**src/hw/foff_consts.vh**
```
`ifndef FOFF_CONSTS_VH
`define FOFF_CONSTS_VH

// ==========================================================
// Reference point codes
`define FOFF_REF_W 3
`define FOFF_REF_WHOLE 3'h0
`define FOFF_REF_MAC 3'h1
`define FOFF_REF_IPV4 3'h2
`define FOFF_REF_IPV6 3'h3
`define FOFF_REF_UDP 3'h4

// ==========================================================
// Header layout, byte positions and lengths
`define FOFF_POS_W 16
`define FOFF_POS_ZERO 16'h0000
`define FOFF_POS_ONE 16'h0001
`define FOFF_POS_TWO 16'h0002
`define FOFF_POS_MAX 16'hFFFF
`define FOFF_MAC_HDR_LEN 16'h000E
`define FOFF_VLAN_TAG_LEN 16'h0004
`define FOFF_IPV6_HDR_LEN 16'h0028
`define FOFF_UDP_HDR_LEN 16'h0008
`define FOFF_IPV4_PROTO_OFS 16'h0009
`define FOFF_IPV6_NH_OFS 16'h0006

// ==========================================================
// Protocol codes
`define FOFF_ETYPE_IPV4 16'h0800
`define FOFF_ETYPE_IPV6 16'h86DD
`define FOFF_ETYPE_VLAN 16'h8100
`define FOFF_PROTO_UDP 8'h11

// ==========================================================
// Field widths and reset values
`define FOFF_WORD_W 16
`define FOFF_WORD_ZERO 16'h0000
`define FOFF_BYTE_ZERO 8'h00

`endif

```
**src/hw/foff_filter_top.v**
```verilog
`timescale 1ns/1ps
`include "foff_consts.vh"


module foff_filter_top #(
	parameter NUM_FILT = 8,
	parameter POS_W = 16
) (
	// Clock and reset
	input wire ref_clk,
	input wire rst_b,
	// Receive byte stream
	input wire rx_valid,
	input wire rx_sof,
	input wire rx_eof,
	input wire [7:0] rx_data,
	// Port-wide settings
	input wire [`FOFF_REF_W-1:0] ref_sel,
	input wire [POS_W-1:0] byte_offset,
	// Per-filter settings
	input wire [NUM_FILT-1:0] pattern_required,
	input wire [NUM_FILT*16-1:0] match_pattern,
	input wire [NUM_FILT*16-1:0] match_mask,
	input wire [NUM_FILT-1:0] other_accept,
	// Verdicts
	output reg verdict_valid_reg,
	output reg [NUM_FILT-1:0] filter_pass_reg,
	output reg [NUM_FILT-1:0] generic_hit_reg,
	// Status
	output reg word_found_reg,
	output reg [`FOFF_WORD_W-1:0] frame_word_reg
);

	// ==========================================================
	// Masked compare, used by every filter
	function masked_eq;
		input [15:0] frame_word;
		input [15:0] pattern;
		input [15:0] mask;
		begin
			masked_eq = ((frame_word & mask) == (pattern & mask));
		end
	endfunction

	// ==========================================================
	// Reset release
	reg rst_meta_reg;
	reg rst_sync_reg;
	wire rst_sync_b;

	always @(posedge ref_clk or negedge rst_b) begin
		if (!rst_b) begin
			rst_meta_reg <= 1'b0;
			rst_sync_reg <= 1'b0;
		end else begin
			rst_meta_reg <= 1'b1;
			rst_sync_reg <= rst_meta_reg;
		end
	end

	assign rst_sync_b = rst_sync_reg;

	// ==========================================================
	// Byte index within the frame, saturating
	reg [POS_W-1:0] cnt_reg;
	reg [POS_W-1:0] cnt_next;
	wire [POS_W-1:0] idx;

	assign idx = rx_sof ? {POS_W{1'b0}} : cnt_reg;

	always @* begin
		cnt_next = cnt_reg;
		if (rx_valid && idx != {POS_W{1'b1}}) begin
			cnt_next = idx + {{(POS_W-1){1'b0}}, 1'b1};
		end
	end

	always @(posedge ref_clk or negedge rst_sync_b) begin
		if (!rst_sync_b) begin
			cnt_reg <= {POS_W{1'b0}};
		end else begin
			cnt_reg <= cnt_next;
		end
	end

	// ==========================================================
	// Shared reference and word capture; one copy serves all
	// filters, which is what keeps the settings port-wide
	wire ref_ok;
	wire [POS_W-1:0] ref_pos;
	wire [`FOFF_WORD_W-1:0] word;
	wire got;

	foff_ref_tracker u_ref (
		.clk(ref_clk),
		.rst_sync_b(rst_sync_b),
		.byte_en(rx_valid),
		.sof(rx_sof),
		.idx(idx),
		.data(rx_data),
		.ref_sel(ref_sel),
		.ref_ok(ref_ok),
		.ref_pos(ref_pos)
	);

	foff_word_grab u_grab (
		.clk(ref_clk),
		.rst_sync_b(rst_sync_b),
		.byte_en(rx_valid),
		.sof(rx_sof),
		.idx(idx),
		.data(rx_data),
		.ref_ok(ref_ok),
		.ref_pos(ref_pos),
		.offset(byte_offset),
		.word_reg(word),
		.got_reg(got)
	);

	// ==========================================================
	// End of frame seen; capture regs settle one cycle later
	reg eof_d_reg;

	always @(posedge ref_clk or negedge rst_sync_b) begin
		if (!rst_sync_b) begin
			eof_d_reg <= 1'b0;
		end else begin
			eof_d_reg <= rx_valid && rx_eof;
		end
	end

	// ==========================================================
	// Per-filter verdicts
	reg [NUM_FILT-1:0] hit_next;
	reg [NUM_FILT-1:0] pass_next;
	integer i;

	always @* begin
		hit_next = {NUM_FILT{1'b0}};
		pass_next = {NUM_FILT{1'b0}};
		for (i = 0; i < NUM_FILT; i = i + 1) begin
			// Short frame or absent header: no word, no hit
			hit_next[i] = got && masked_eq(word, match_pattern[i*16 +: 16],
				match_mask[i*16 +: 16]);
			if (pattern_required[i]) begin
				pass_next[i] = hit_next[i] && other_accept[i];
			end else begin
				pass_next[i] = other_accept[i];
			end
		end
	end

	// Verdict holds until the next frame's verdict replaces it
	always @(posedge ref_clk or negedge rst_sync_b) begin
		if (!rst_sync_b) begin
			verdict_valid_reg <= 1'b0;
			filter_pass_reg <= {NUM_FILT{1'b0}};
			generic_hit_reg <= {NUM_FILT{1'b0}};
			word_found_reg <= 1'b0;
			frame_word_reg <= `FOFF_WORD_ZERO;
		end else begin
			verdict_valid_reg <= eof_d_reg;
			if (eof_d_reg) begin
				filter_pass_reg <= pass_next;
				generic_hit_reg <= hit_next;
				word_found_reg <= got;
				frame_word_reg <= word;
			end
		end
	end

endmodule // foff_filter_top

```
**src/hw/foff_ref_tracker.v**
```verilog
`timescale 1ns/1ps
`include "foff_consts.vh"

module foff_ref_tracker (
	// Clock and reset
	input wire clk,
	input wire rst_sync_b,
	// Byte stream
	input wire byte_en,
	input wire sof,
	input wire [`FOFF_POS_W-1:0] idx,
	input wire [7:0] data,
	// Reference choice and result
	input wire [`FOFF_REF_W-1:0] ref_sel,
	output reg ref_ok,
	output reg [`FOFF_POS_W-1:0] ref_pos
);

	reg [7:0] etype_hi_reg;
	reg [`FOFF_POS_W-1:0] mac_pos_reg;
	reg mac_known_reg;
	reg vlan_seen_reg;
	reg ip4_reg;
	reg ip6_reg;
	reg ip_known_reg;
	reg [`FOFF_POS_W-1:0] ip_pos_reg;
	reg udp_reg;

	wire [`FOFF_POS_W-1:0] proto_pos;
	wire [15:0] etype;
	wire [`FOFF_POS_W-1:0] ihl_bytes;

	assign proto_pos = mac_pos_reg + (ip4_reg ? `FOFF_IPV4_PROTO_OFS : `FOFF_IPV6_NH_OFS);
	assign etype = {etype_hi_reg, data};
	assign ihl_bytes = {10'b0, data[3:0], 2'b00};

	// ==========================================================
	// Header walk; every start is known before its first byte
	always @(posedge clk or negedge rst_sync_b) begin
		if (!rst_sync_b) begin
			etype_hi_reg <= `FOFF_BYTE_ZERO;
			mac_pos_reg <= `FOFF_MAC_HDR_LEN;
			mac_known_reg <= 1'b0;
			vlan_seen_reg <= 1'b0;
			ip4_reg <= 1'b0;
			ip6_reg <= 1'b0;
			ip_known_reg <= 1'b0;
			ip_pos_reg <= `FOFF_POS_ZERO;
			udp_reg <= 1'b0;
		end else if (byte_en && sof) begin
			etype_hi_reg <= `FOFF_BYTE_ZERO;
			mac_pos_reg <= `FOFF_MAC_HDR_LEN;
			mac_known_reg <= 1'b0;
			vlan_seen_reg <= 1'b0;
			ip4_reg <= 1'b0;
			ip6_reg <= 1'b0;
			ip_known_reg <= 1'b0;
			ip_pos_reg <= `FOFF_POS_ZERO;
			udp_reg <= 1'b0;
		end else if (byte_en) begin
			if (!mac_known_reg && idx == mac_pos_reg - `FOFF_POS_TWO) begin
				etype_hi_reg <= data;
			end
			// One tag only; a stacked tag is left as MAC payload
			if (!mac_known_reg && idx == mac_pos_reg - `FOFF_POS_ONE) begin
				if (etype == `FOFF_ETYPE_VLAN && !vlan_seen_reg) begin
					vlan_seen_reg <= 1'b1;
					mac_pos_reg <= mac_pos_reg + `FOFF_VLAN_TAG_LEN;
				end else begin
					mac_known_reg <= 1'b1;
					ip4_reg <= (etype == `FOFF_ETYPE_IPV4);
					ip6_reg <= (etype == `FOFF_ETYPE_IPV6);
					if (etype == `FOFF_ETYPE_IPV6) begin
						ip_known_reg <= 1'b1;
						ip_pos_reg <= mac_pos_reg + `FOFF_IPV6_HDR_LEN - `FOFF_POS_ONE;
					end
				end
			end
			if (mac_known_reg && ip6_reg && ip_pos_reg != `FOFF_POS_ZERO && !udp_reg
				&& idx == mac_pos_reg) begin
				ip_pos_reg <= ip_pos_reg + `FOFF_POS_ONE;
			end
			if (mac_known_reg && ip4_reg && idx == mac_pos_reg) begin
				ip_known_reg <= 1'b1;
				ip_pos_reg <= mac_pos_reg + ihl_bytes;
			end
			if (mac_known_reg && (ip4_reg || ip6_reg) && idx == proto_pos) begin
				udp_reg <= (data == `FOFF_PROTO_UDP);
			end
		end
	end

	// ==========================================================
	// Reference select; absent headers give no reference
	always @* begin
		ref_ok = 1'b0;
		ref_pos = `FOFF_POS_ZERO;
		case (ref_sel)
			`FOFF_REF_WHOLE: begin
				ref_ok = 1'b1;
				ref_pos = `FOFF_POS_ZERO;
			end
			`FOFF_REF_MAC: begin
				ref_ok = mac_known_reg;
				ref_pos = mac_pos_reg;
			end
			`FOFF_REF_IPV4: begin
				ref_ok = ip4_reg && ip_known_reg;
				ref_pos = ip_pos_reg;
			end
			`FOFF_REF_IPV6: begin
				ref_ok = ip6_reg && ip_known_reg && idx > mac_pos_reg;
				ref_pos = ip_pos_reg;
			end
			`FOFF_REF_UDP: begin
				ref_ok = udp_reg && ip_known_reg;
				ref_pos = ip_pos_reg + `FOFF_UDP_HDR_LEN;
			end
			default: begin
				ref_ok = 1'b0;
				ref_pos = `FOFF_POS_ZERO;
			end
		endcase
	end

endmodule // foff_ref_tracker

```
**src/hw/foff_word_grab.v**
```verilog
`timescale 1ns/1ps
`include "foff_consts.vh"

module foff_word_grab (
	// Clock and reset
	input wire clk,
	input wire rst_sync_b,
	// Byte stream
	input wire byte_en,
	input wire sof,
	input wire [`FOFF_POS_W-1:0] idx,
	input wire [7:0] data,
	// Position
	input wire ref_ok,
	input wire [`FOFF_POS_W-1:0] ref_pos,
	input wire [`FOFF_POS_W-1:0] offset,
	// Captured word
	output reg [`FOFF_WORD_W-1:0] word_reg,
	output reg got_reg
);

	reg hi_got_reg;
	reg [`FOFF_WORD_W-1:0] word_next;
	reg got_next;
	reg hi_got_next;
	wire [`FOFF_POS_W:0] tgt;

	// Wide sum so a far offset cannot wrap onto early bytes
	assign tgt = {1'b0, ref_pos} + {1'b0, offset};

	always @* begin
		word_next = word_reg;
		// Sof counts only with a byte; it may linger over idle gaps
		got_next = (byte_en && sof) ? 1'b0 : got_reg;
		hi_got_next = (byte_en && sof) ? 1'b0 : hi_got_reg;
		if (byte_en) begin
			if (ref_ok && !hi_got_next && {1'b0, idx} == tgt) begin
				word_next[15:8] = data;
				hi_got_next = 1'b1;
			end else if (hi_got_next && !got_next
				&& {1'b0, idx} == tgt + {1'b0, `FOFF_POS_ONE}) begin
				word_next[7:0] = data;
				got_next = 1'b1;
			end
		end
	end

	always @(posedge clk or negedge rst_sync_b) begin
		if (!rst_sync_b) begin
			word_reg <= `FOFF_WORD_ZERO;
			got_reg <= 1'b0;
			hi_got_reg <= 1'b0;
		end else begin
			word_reg <= word_next;
			got_reg <= got_next;
			hi_got_reg <= hi_got_next;
		end
	end

endmodule // foff_word_grab

```
**config.mk**
```make
export PLATFORM = sky130hd
export DESIGN_NAME = foff_filter_top
export DESIGN_NICKNAME = d
export VERILOG_FILES = /design/src/hw/foff_filter_top.v /design/src/hw/foff_ref_tracker.v /design/src/hw/foff_word_grab.v
export VERILOG_INCLUDE_DIRS = /design/src /design/src/hw
export SDC_FILE = /design/constraint.sdc
export NUM_CORES = 1
export LEC_CHECK = 0
export BUFFER_PORTS_ARGS = -buffer_cell sky130_fd_sc_hd__buf_4
export CORE_MARGIN = 2
export CORE_UTILIZATION = 41
export CTS_CLUSTER_DIAMETER = 150
export DETAILED_ROUTE_END_ITERATION = 10
export PLACE_DENSITY = 0.68
export SLEW_MARGIN = 10
export SYNTH_ARGS = -nofsm -noshare
export SYNTH_HDL_FRONTEND = slang
export SYNTH_SLANG_ARGS = --single-unit
```
**constraint.sdc**
```tcl
create_clock -name ref_clk -period 3.7 [get_ports ref_clk]
set_input_delay 0.185 -clock ref_clk [delete_from_list [all_inputs] [get_ports ref_clk]]
set_output_delay 0.185 -clock ref_clk [all_outputs]
set_load 0.02 [all_outputs]
```
; Yosys cells after proc, flatten, opt, wreduce, memory -nomap -nowiden
; Cells that the tools add are included.
[classes]
add_sub_neg = 12
n_mul = 0
n_div = 0
n_lt_le_gt_ge = 1
n_eq_ne = 26
shift = 0
mux = 58
n_bitwise = 17
n_reduce_logical = 64
[ops]
columns = op, count
row1 = $and 16x16->16, 16
row2 = $eq 16x16->1, 12
row3 = $mux 16, 12
row4 = $pmux 16 s3, 1
row5 = $mux 1, 40
row6 = $logic_and 1x1->1, 38
row7 = $eq 16x17->1, 2
row8 = $add 16x1->16 const B, 2
row9 = $eq 16x16->1 const B, 2
row10 = $sub 16x1->16 const B, 2
row11 = $mux 8, 3
row12 = $add 16x16->17, 1
row13 = $add 17x1->17 const B, 1
row14 = $add 16x16->16, 1
row15 = $add 16x3->16 const B, 1
row16 = $add 16x4->16 const B, 1
row17 = $add 16x6->16, 1
row18 = $add 16x6->16 const B, 1
row19 = $eq 16x12->1 const B, 1
row20 = $gt 16x16->1, 1
row21 = $ne 16x16->1 const B, 1
row22 = $reduce_bool 16->1, 1
row23 = $sub 16x2->16 const B, 1
row24 = $reduce_bool 2->1, 5
row25 = 19 further kinds, 31
[totals]
reg_bits = 117
latch_bits = 0
ram_bits = 0
romBits = 0
inputBits = 304
out_inout_bits = 34
elab_cells = 200
memories = 0

; Depth between registers and ports, before layout
; Gate-level depths: netlist of run 1.
[logic_depth]
depth_word = 10
mapped_depth = 21
depth_no_buf = 19

; Cells and area by module
; Synthesis of run 1 repeated with hierarchy kept, for this count alone.
[hier_totals]
hier_cells = 1411
area_unflattened_um2 = 11908.9
[modules_own_cells]
columns = module, instances, cells_per_inst, area_per_inst_um2, seq_area_each_um2
row1 = foff_ref_tracker, 1, 684, 5191.2, 1129.8
row2 = foff_filter_top, 1, 444, 4251.6, 1326.3
row3 = foff_word_grab, 1, 283, 2466.1, 450.4

; Least setup slack after synthesis of run 1
; Ideal clock, no wire load.
[synth_path]
path_kind = flip-flop to flip-flop
startpoint = register u_ref.ip_pos_reg[4]
endpoint = register u_grab.word_reg[0]
setup_time_ns = 0.125
arrival_ns = 4.249
path_slack_ns = -0.674
path_stages_with_launch = 19
n_path_buf = 1
period_less_slack_ns = 4.374
cell_sequence = dfrtp_1 > ha_1 > and3_1 > and3_1 > o21ai_0 > nand2_1 > o21ai_0 > ha_1 > buf_2 > o21ai_0 > o21bai_1 > mux2_2 > a211o_1 > xnor2_1 > or4b_1 > o41a_1 > o21bai_1 > o2111ai_2 > mux2_2
[synth_via]
elab_chain_len = 7
[synth_lines]
columns = item, line_no
row1 = "start, declared", foff_ref_tracker.v:26  ; reg [`FOFF_POS_W-1:0] ip_pos_reg;
row2 = "start signal, assigned", foff_ref_tracker.v:48  ; ip_pos_reg <= `FOFF_POS_ZERO;
row3 = "start signal, assigned", foff_ref_tracker.v:58  ; ip_pos_reg <= `FOFF_POS_ZERO;
row4 = "start signal, assigned", foff_ref_tracker.v:75  ; ip_pos_reg <= mac_pos_reg + `FOFF_IPV6_HDR_LEN - `FOFF_POS_ONE;
row5 = $add 16x4->16 (no line), n/a
row6 = $pmux 16 s3 *, foff_ref_tracker.v:98  ; case (ref_sel)
row7 = $add 16x16->17 *, foff_word_grab.v:29  ; assign tgt = {1'b0, ref_pos} + {1'b0, offset};
row8 = $add 17x1->17 or $eq 16x17->1 (tied branches), "foff_word_grab.v:41, foff_word_grab.v:37"
row9 = $eq 16x17->1 or $logic_and 1x1->1 (tied branches), "foff_word_grab.v:41, foff_word_grab.v:37"
row10 = $logic_and 1x1->1 or $not 1->1 (tied branches), n/a
row11 = $reduce_and 3->1 (no line) *, n/a
row12 = "end signal, assigned", foff_word_grab.v:50  ; word_reg <= `FOFF_WORD_ZERO;
row13 = "end signal, assigned", foff_word_grab.v:54  ; word_reg <= word_next;
row14 = "end, declared", foff_word_grab.v:18  ; output reg [`FOFF_WORD_W-1:0] word_reg,
; Every way passes the cells marked *; elsewhere a longest branch is shown, timed or not.
; A chain may end at the register's enable or synchronous reset.

; Worst setup path in the final report of run 1
[layout_path]
startpoint = register u_ref.ip_pos_reg[4]
endpoint = register u_grab.word_reg[1]
; The elaborated chain is that of the path after synthesis.

==> results of run 1 <==
==> metrics by stage <==
stage / utilization [%] / setup slack [ps] / setup TNS [ps]
detailed placement: 57.0 / -645 / -11910
CTS: 60.9 / -373 / -5440
floorplan: - / -449 / -5800
global placement: 57.0 / -546 / -10210
global route: 63.1 / -554 / -8830
finish: 63.1 / -418 / -5700
==> cell usage in the layout (no fill, tap or decap), drive strengths merged, types with 6 or more instances in the layout <==
cell type	count
a211o	6
a211oi	11
a21o	22
a21oi	69
a221oi	11
a222oi	7
a22o	9
a22oi	43
a31oi	9
and3	21
buf	582
clkbuf	17
clkinv	6
dfrtp	113
ha	50
inv	63
mux2	43
mux2i	10
nand2	102
nand2b	17
nand3	49
nand4	36
nor2	94
nor2b	21
nor3	42
nor4	21
o211ai	15
o21ai	72
o22ai	10
o31ai	6
or2	6
or3	11
xnor2	81
xor2	157
==> layer usage <==
metal  part of all wire, %  vias up  wire [um]
met2                    45      630      25600
met5                     0        -          0
li1                      -     6048          -
met3                   9.6      109       5450
met4                   4.0        0       2250
met1                    41     6446      23300
==> power breakdown <==
group / internal (uW) / switching [uW] / leakage (uW) / total [uW]
combinational: 607 / 561 / 0.00656 / 1170
clock: 973 / 773 / 0.000298 / 1750
sequential: 1300 / 41.3 / 0.00158 / 1340
total: 2880 / 1380 / 0.00844 / 4250
==> worst register-to-register path: cells and delay by family (launching register included) <==
| kind | cells | cell delay [ps] |
|---|---|---|
| AO/OA/AOI/OAI | 10 | 2020 |
| AND/OR/NAND/NOR | 4 | 630 |
| adder cells (fa/ha/maj) | 2 | 510 |
| flip-flops | 1 | 370 |
| multiplexers | 1 | 370 |
| buffers and inverters | 1 | 100 |
==> how the worst max path moves through the flow <==
stage	start	end
global placement	ref_sel[0]	u_grab.word_reg[0]
global route	u_ref.ip_pos_reg[4]	u_grab.word_reg[2]
finish	u_ref.ip_pos_reg[4]	u_grab.word_reg[1]
CTS	u_ref.ip_pos_reg[4]	u_grab.word_reg[5]
floorplan	u_ref.ip_pos_reg[4]	u_grab.word_reg[0]
detailed placement	u_ref.ip_pos_reg[4]	u_grab.word_reg[0]
==> layout make-up <==
class                           count  area [sq um]
Antenna cell                        4          10.0
Clock buffer                       17           425
Clock inverter                     15           189
Fill cell                        2426         10200
Inverter                           56           210
Multi-Input combinational cell   1130          8810
Sequential cell                   116          2910
Tap cell                          378           473
Timing Repair Buffer              583          4450
==> cells by family (layout without fill, tap and decap cells) <==
group,count (synthesis),in the layout,synth area share [%]
and+or+nand+nor,457,457,20.7
DFF,116,116,25.3
AOI/OAI and AO/OA,323,326,19.1
adders and majority gates,52,52,5.80
other,1,5,0.0327
xor gates and xnor gates,241,241,18.7
buffers and inverters,148,671,5.19
muxes,53,53,5.09
==> timing repair <==
action                                  CTS  global route
hold endpoints to repair                  2             0
pin swaps                                22            31
gates resized for setup                  71            81
hold buffers                              1             0
cloned                                    3             1
endpoints found under the setup margin   38            55
setup buffers                            13            23
==> results_dict.tcl, run 1 <==
set metrics [dict create \
    status "finished, violations left" \
    violations "setup timing" \
    drtIter0Drc 1171 \
    placed_cell_area_sq_um 15800 \
    final_cells 2299 \
    grt_most_used_layer "met2" \
    hold_viol 0 \
    grt_pass1_vias 13000 \
    core_sq_um 27700 \
    insertion_delay_ps 450 \
    nNetsFinal 2260 \
    detail_route.first_pass.iterations 7 \
    postLayoutCellArea_sq_um 17500 \
    grt_max_degree 49 \
    clockBufferDepth 2 \
    port_buffers 337 \
    cp_data_arrival_time_ps 4450 \
    finalPower_uw 4250 \
    crit_fanout 5 \
    end_kind "register" \
    grt_antenna_before_repair 5 \
    power_per_cell_area_nw_per_um2 243 \
    rsz0062_at_grt "true" \
    cts_max_level 4 \
    fmax_ghz 0.243 \
    tightestPinTransition_ps 1050 \
    start_kind "register" \
    ys_seq_area_share_pct 25.3 \
    cts_root_buf "clkbuf_16" \
    ios 338 \
    hold_start "other_accept[4]" \
    ys_top_cells_by_count "xor2_1, dfrtp_1, nand2_1" \
    final_layout_size_suffix_gt1_share_pct 41.1 \
    place_congestion 0.996 \
    worst_hold_slack_ps 19.4 \
    mappedNetlistNets 1747 \
    holdPathStages 3 \
    cpPeakStageDelay_ps 370 \
    synth_top_area_share_pct 24.6 \
    chipHeight_um 171 \
    worst-path-buf-inv 1 \
    synth_warnings 0 \
    path_depth 18 \
    yosys.area.top_type "dfrtp_1" \
    grt.total_usage_pct 37.9 \
    post-place-cells 2224 \
    fin_crit_ps 4120 \
    dieArea_sq_um 29400 \
    num_vias 13200 \
    wl_per_cell_um 24.6 \
    avgSynthCellArea_sq_um 8.26 \
    vdd_ir_drop_max_mv 0.289 \
    netlist_top_cells_area "dfrtp_1, xor2_1, xnor2_1" \
    antenna_left 0 \
    yosysMostFrequentCell "xor2_1" \
    maxSlewViolCount 0 \
    drc_errors 0 \
    synth_ff_type "dfrtp_1" \
    ys_types 83 \
    grt.met3_usage_pct 9.87 \
    routed_wl_um 56600 \
    r2r_cells 18 \
    grt_use_met2_pct 60.1 \
    fin_ws_ps -418 \
    cts.clk_slew.worst_paths_ps 70 \
    clock_sinks 116 \
    fin_skew_ps 20.4 \
    die_w_um 171 \
    setup_viol 18 \
    cpMaxStageDelayCell "dfrtp_1" \
    synthesis.area_sq_um 11500 \
    timing.rr.start "u_ref.ip_pos_reg[4]" \
    start_util_pct 41.5 \
    rows 61 \
    gr-total-overflow 0 \
    tritoncts "done" \
    cts_made_buffers 17 \
    period_share_pct 111 \
    min_path_type "input port to register" \
    reg2reg_slack_ps -420 \
    crit_type "register to register" \
    met1_usage_pct 48.9 \
    p_leak_uw 0.00844 \
    ys_ff_latch 116 \
    viasPerCell 5.76 \
    syn2layout_area_growth_pct 52.2 \
    async_reset_ff_share_pct 100 \
    reg2reg_to "u_grab.word_reg[1]" \
    grt_pass1_wl_um 81100 \
    synth-edff-count 0 \
    place_hpwl_um 44200 \
    maxCapViolCount 0 \
    synthCells 1391 \
    slew_headroom_pct 30.2 \
    holdPathEnd "filter_pass_reg[4]" \
    worstPathRequired_ps 4030 \
    crit_chain "ha_2, and3_4, and3_4, a31oi_1, o21ai_0, o21ai_2, ha_4, o21ai_4, o2111a_1, a211oi_2, o2111a_1, or2_4, buf_6, nor3_2, o41a_1, o21bai_4, o2111ai_4, mux2_4" \
    cp_top_family "compound AO/OA/AOI/OAI gates" \
]
(Power assumes the default switching activity.)
==> inputs of run 2 (changes only) <==
--- a/config.mk
+++ b/config.mk
@@ -6,13 +6,13 @@
 export SDC_FILE = /design/constraint.sdc
 export NUM_CORES = 1
 export LEC_CHECK = 0
-export BUFFER_PORTS_ARGS = -buffer_cell sky130_fd_sc_hd__buf_4
 export CORE_MARGIN = 2
 export CORE_UTILIZATION = 41
 export CTS_CLUSTER_DIAMETER = 150
 export DETAILED_ROUTE_END_ITERATION = 10
-export PLACE_DENSITY = 0.68
+export DONT_BUFFER_PORTS = 1
 export SLEW_MARGIN = 10
 export SYNTH_ARGS = -nofsm -noshare
 export SYNTH_HDL_FRONTEND = slang
+export SYNTH_HIERARCHICAL = 1
 export SYNTH_SLANG_ARGS = --single-unit
==> run 2 against run 1 <==
  * The run still ends with setup timing left
  * Synthesized area increased by 3.7%
  * Sequential share of layout area grew 2.6 points
  * Worst setup slack worse by 360 ps
  * Register-to-register slack worse by 360 ps
  * Sequential cell count is the same
  * Non-clock buffer count shrank 315
  * Via count shrank 4.9%
  * Clock power about the same
  * Final area shrank 13%
==> results_dict.tcl, run 2 <==
set metrics [dict create \
    rsz0062_at_grt "true" \
    nFillCells 2682 \
    dieArea_sq_um 30400 \
    nNetsFinal 1971 \
    violations "setup timing" \
    ys_seq_area_share_pct 24.4 \
    rows 62 \
    worstPathRequired_ps 4020 \
    period_share_pct 121 \
    min_path_type "input port to register" \
    grt_pass1_wl_um 78700 \
    placed_cell_area_sq_um 13900 \
    postLayoutCellArea_sq_um 15100 \
    final_cell_mix "buf_4, xor2_1, dfrtp_1" \
    timing.rr.start "u_ref/ip_pos_reg[4]" \
    grt_pass1_vias 12000 \
    worst_hold_slack_ps 25.8 \
    gr-total-overflow 0 \
    grt_max_degree 68 \
    cpPeakStageDelay_ps 540 \
    place_congestion 1.00 \
    crit_chain "ha_2, buf_6, nor3b_2, a21oi_1, o21ai_1, ha_1, nand2_1, a211o_1, buf_6, a21oi_4, o221ai_4, or4b_4, or2_4, nor4b_4, o22ai_1, or4_4, buf_8, mux2_4" \
    fin_skew_ps 13.0 \
    r2r_cells 18 \
    maxSlewViolCount 0 \
    grt.total_usage_pct 34.6 \
    fin_util_pct 52.9 \
    cts_made_buffers 17 \
    startpoint "u_ref/ip_pos_reg[4]" \
    synth-edff-count 0 \
    holdPathEnd "cnt_reg[12]" \
    cp_data_arrival_time_ps 4800 \
    avgSynthCellArea_sq_um 8.44 \
    mostFrequentLayoutCell "buf_4" \
    power_per_cell_area_nw_per_um2 298 \
    yosys.area.top_type "dfrtp_1" \
    fin_crit_ps 4480 \
    fin_ws_ps -780 \
    tritoncts "done" \
    synth_warnings 6 \
    cp_common_cell "buf_6" \
    ios 338 \
    mappedNetlistNets 1765 \
    final_layout_size_suffix_gt1_share_pct 24.8 \
    yosysMostFrequentCell "xor2_1" \
    netlist_top_cells_area "dfrtp_1, xor2_1, ha_1" \
    holdPathStages 2 \
    core_sq_um 28600 \
    cpMaxStageDelayCell "or4b_4" \
    num_vias 12600 \
    port_buffers 0 \
    ys_types 102 \
    p_leak_uw 0.00702 \
    synthesis.area_sq_um 11900 \
    ys_top_cells_by_count "xor2_1, dfrtp_1, nand2_1" \
    async_reset_ff_share_pct 100 \
    clockBufferDepth 2 \
    reg2reg_to "u_grab/word_reg[2]" \
    end_kind "register" \
    grt_antenna_before_repair 1 \
    start_kind "register" \
    start_util_pct 41.6 \
    tightestPinTransition_ps 1070 \
    crit_fanout 5 \
    clock_sinks 116 \
    hold_start "rx_valid" \
    viasPerCell 6.25 \
    drc_errors 0 \
    routed_wl_um 54200 \
    cts_root_buf "clkbuf_16" \
    cts_max_level 4 \
    slew_headroom_pct 26.9 \
    setup_viol 18 \
    synth_ff_type "dfrtp_1" \
    antenna_cells 0 \
    hold_viol 0 \
    finalSetupTns_ps -9850 \
    chipHeight_um 174 \
    vdd_ir_drop_max_mv 0.243 \
    fmax_ghz 0.223 \
    syn2layout_area_growth_pct 27.1 \
    synth_top_area_share_pct 23.7 \
    synthCells 1411 \
    insertion_delay_ps 430 \
    cts.clk_slew.worst_paths_ps 70 \
    die_w_um 174 \
    status "finished, violations left" \
    wl_per_cell_um 26.9 \
    reg2reg_slack_ps -780 \
    place_hpwl_um 43000 \
    drtIter0Drc 1270 \
    crit_type "register to register" \
    ys_ff_latch 116 \
    maxCapViolCount 0 \
    antenna_left 0 \
    detail_route.first_pass.iterations 5 \
]
-- run 2: repair_timing --
action	in CTS	in global routing
hold buffers	24	0
hold endpoints to repair	51	0
gates resized for setup	32	41
pin swaps	19	18
setup buffers	10	8
setup endpoints to repair	18	18
cloned	2	0
-- run 2: worst max path at each step --
stage	end	cells after the start	slack (ps)
detailed placement	u_grab/word_reg[7]	19	-910
floorplan	u_grab/word_reg[0]	20	-670
CTS	u_grab/word_reg[3]	17	-730
global route	u_grab/word_reg[2]	18	-960
finish	u_grab/word_reg[2]	18	-780
global placement	u_grab/word_reg[0]	17	-880
-- run 2: layout make-up --
cell class              count  area (sq um)  area share, %
multi-input cells        1172          8810           58.3
flip-flops and latches    116          2910           19.2
repair buffers            268          2180           14.4
well taps                 384           480           3.18
clock buffers              17           425           2.81
clock inverters            15           161           1.07
inverters                  42           161           1.07
-- run 2: kinds of logic (layout without fill, tap and decap cells) --
group                    Yosys count  after routing  share of synthesized area (%)
multiplexers                      63             63                           6.02
AND/OR/NAND/NOR                  464            464                           21.6
other                              1              1                         0.0315
AO/OA/AOI/OAI                    370            370                           21.2
XOR/XNOR                         224            224                           16.8
flip-flops                       116            116                           24.4
buffers and inverters            123            342                           4.52
adder cells (fa/ha/maj)           50             50                           5.38
-- run 2: critical path: cells and delay by family (launching register included) --
| family | cells | cell delay (ps) |
|---|---|---|
| flip-flops | 1 | 390 |
| multiplexers | 1 | 300 |
| buffers and inverters | 3 | 440 |
| AO/OA/AOI/OAI | 6 | 930 |
| adder cells (fa/ha/maj) | 2 | 530 |
| AND/OR/NAND/NOR | 6 | 1770 |
-- run 2: power breakdown --
part	leakage (uW)	total, uW	switching (uW)	internal [uW]
Combinational	0.00516	1400	728	668
Clock	0.000281	1720	762	958
Sequential	0.00157	1400	77.6	1320
-- run 2: metal layers --
metal	vias up	track usage [%]	routed length, um
met5	-	0	7
met4	2	17.6	3210
met3	133	9.14	5230
met2	710	55.7	24800
met1	6091	42.6	20900
li1	5643	-	-
-- run 2: per-stage QoR --
| stage | power (uW) | instances | setup slack [ps] |
|---|---|---|---|
| 2_1_floorplan | 2190 | 1411 | -668 |
| 5_1_grt | 4700 | 2014 | -955 |
| 4_1_cts | 4470 | 2007 | -733 |
| 3_5_place_dp | 2670 | 1939 | -909 |
| 3_3_place_gp | 2660 | 1939 | -882 |
| 6_report | 4510 | 2014 | -780 |
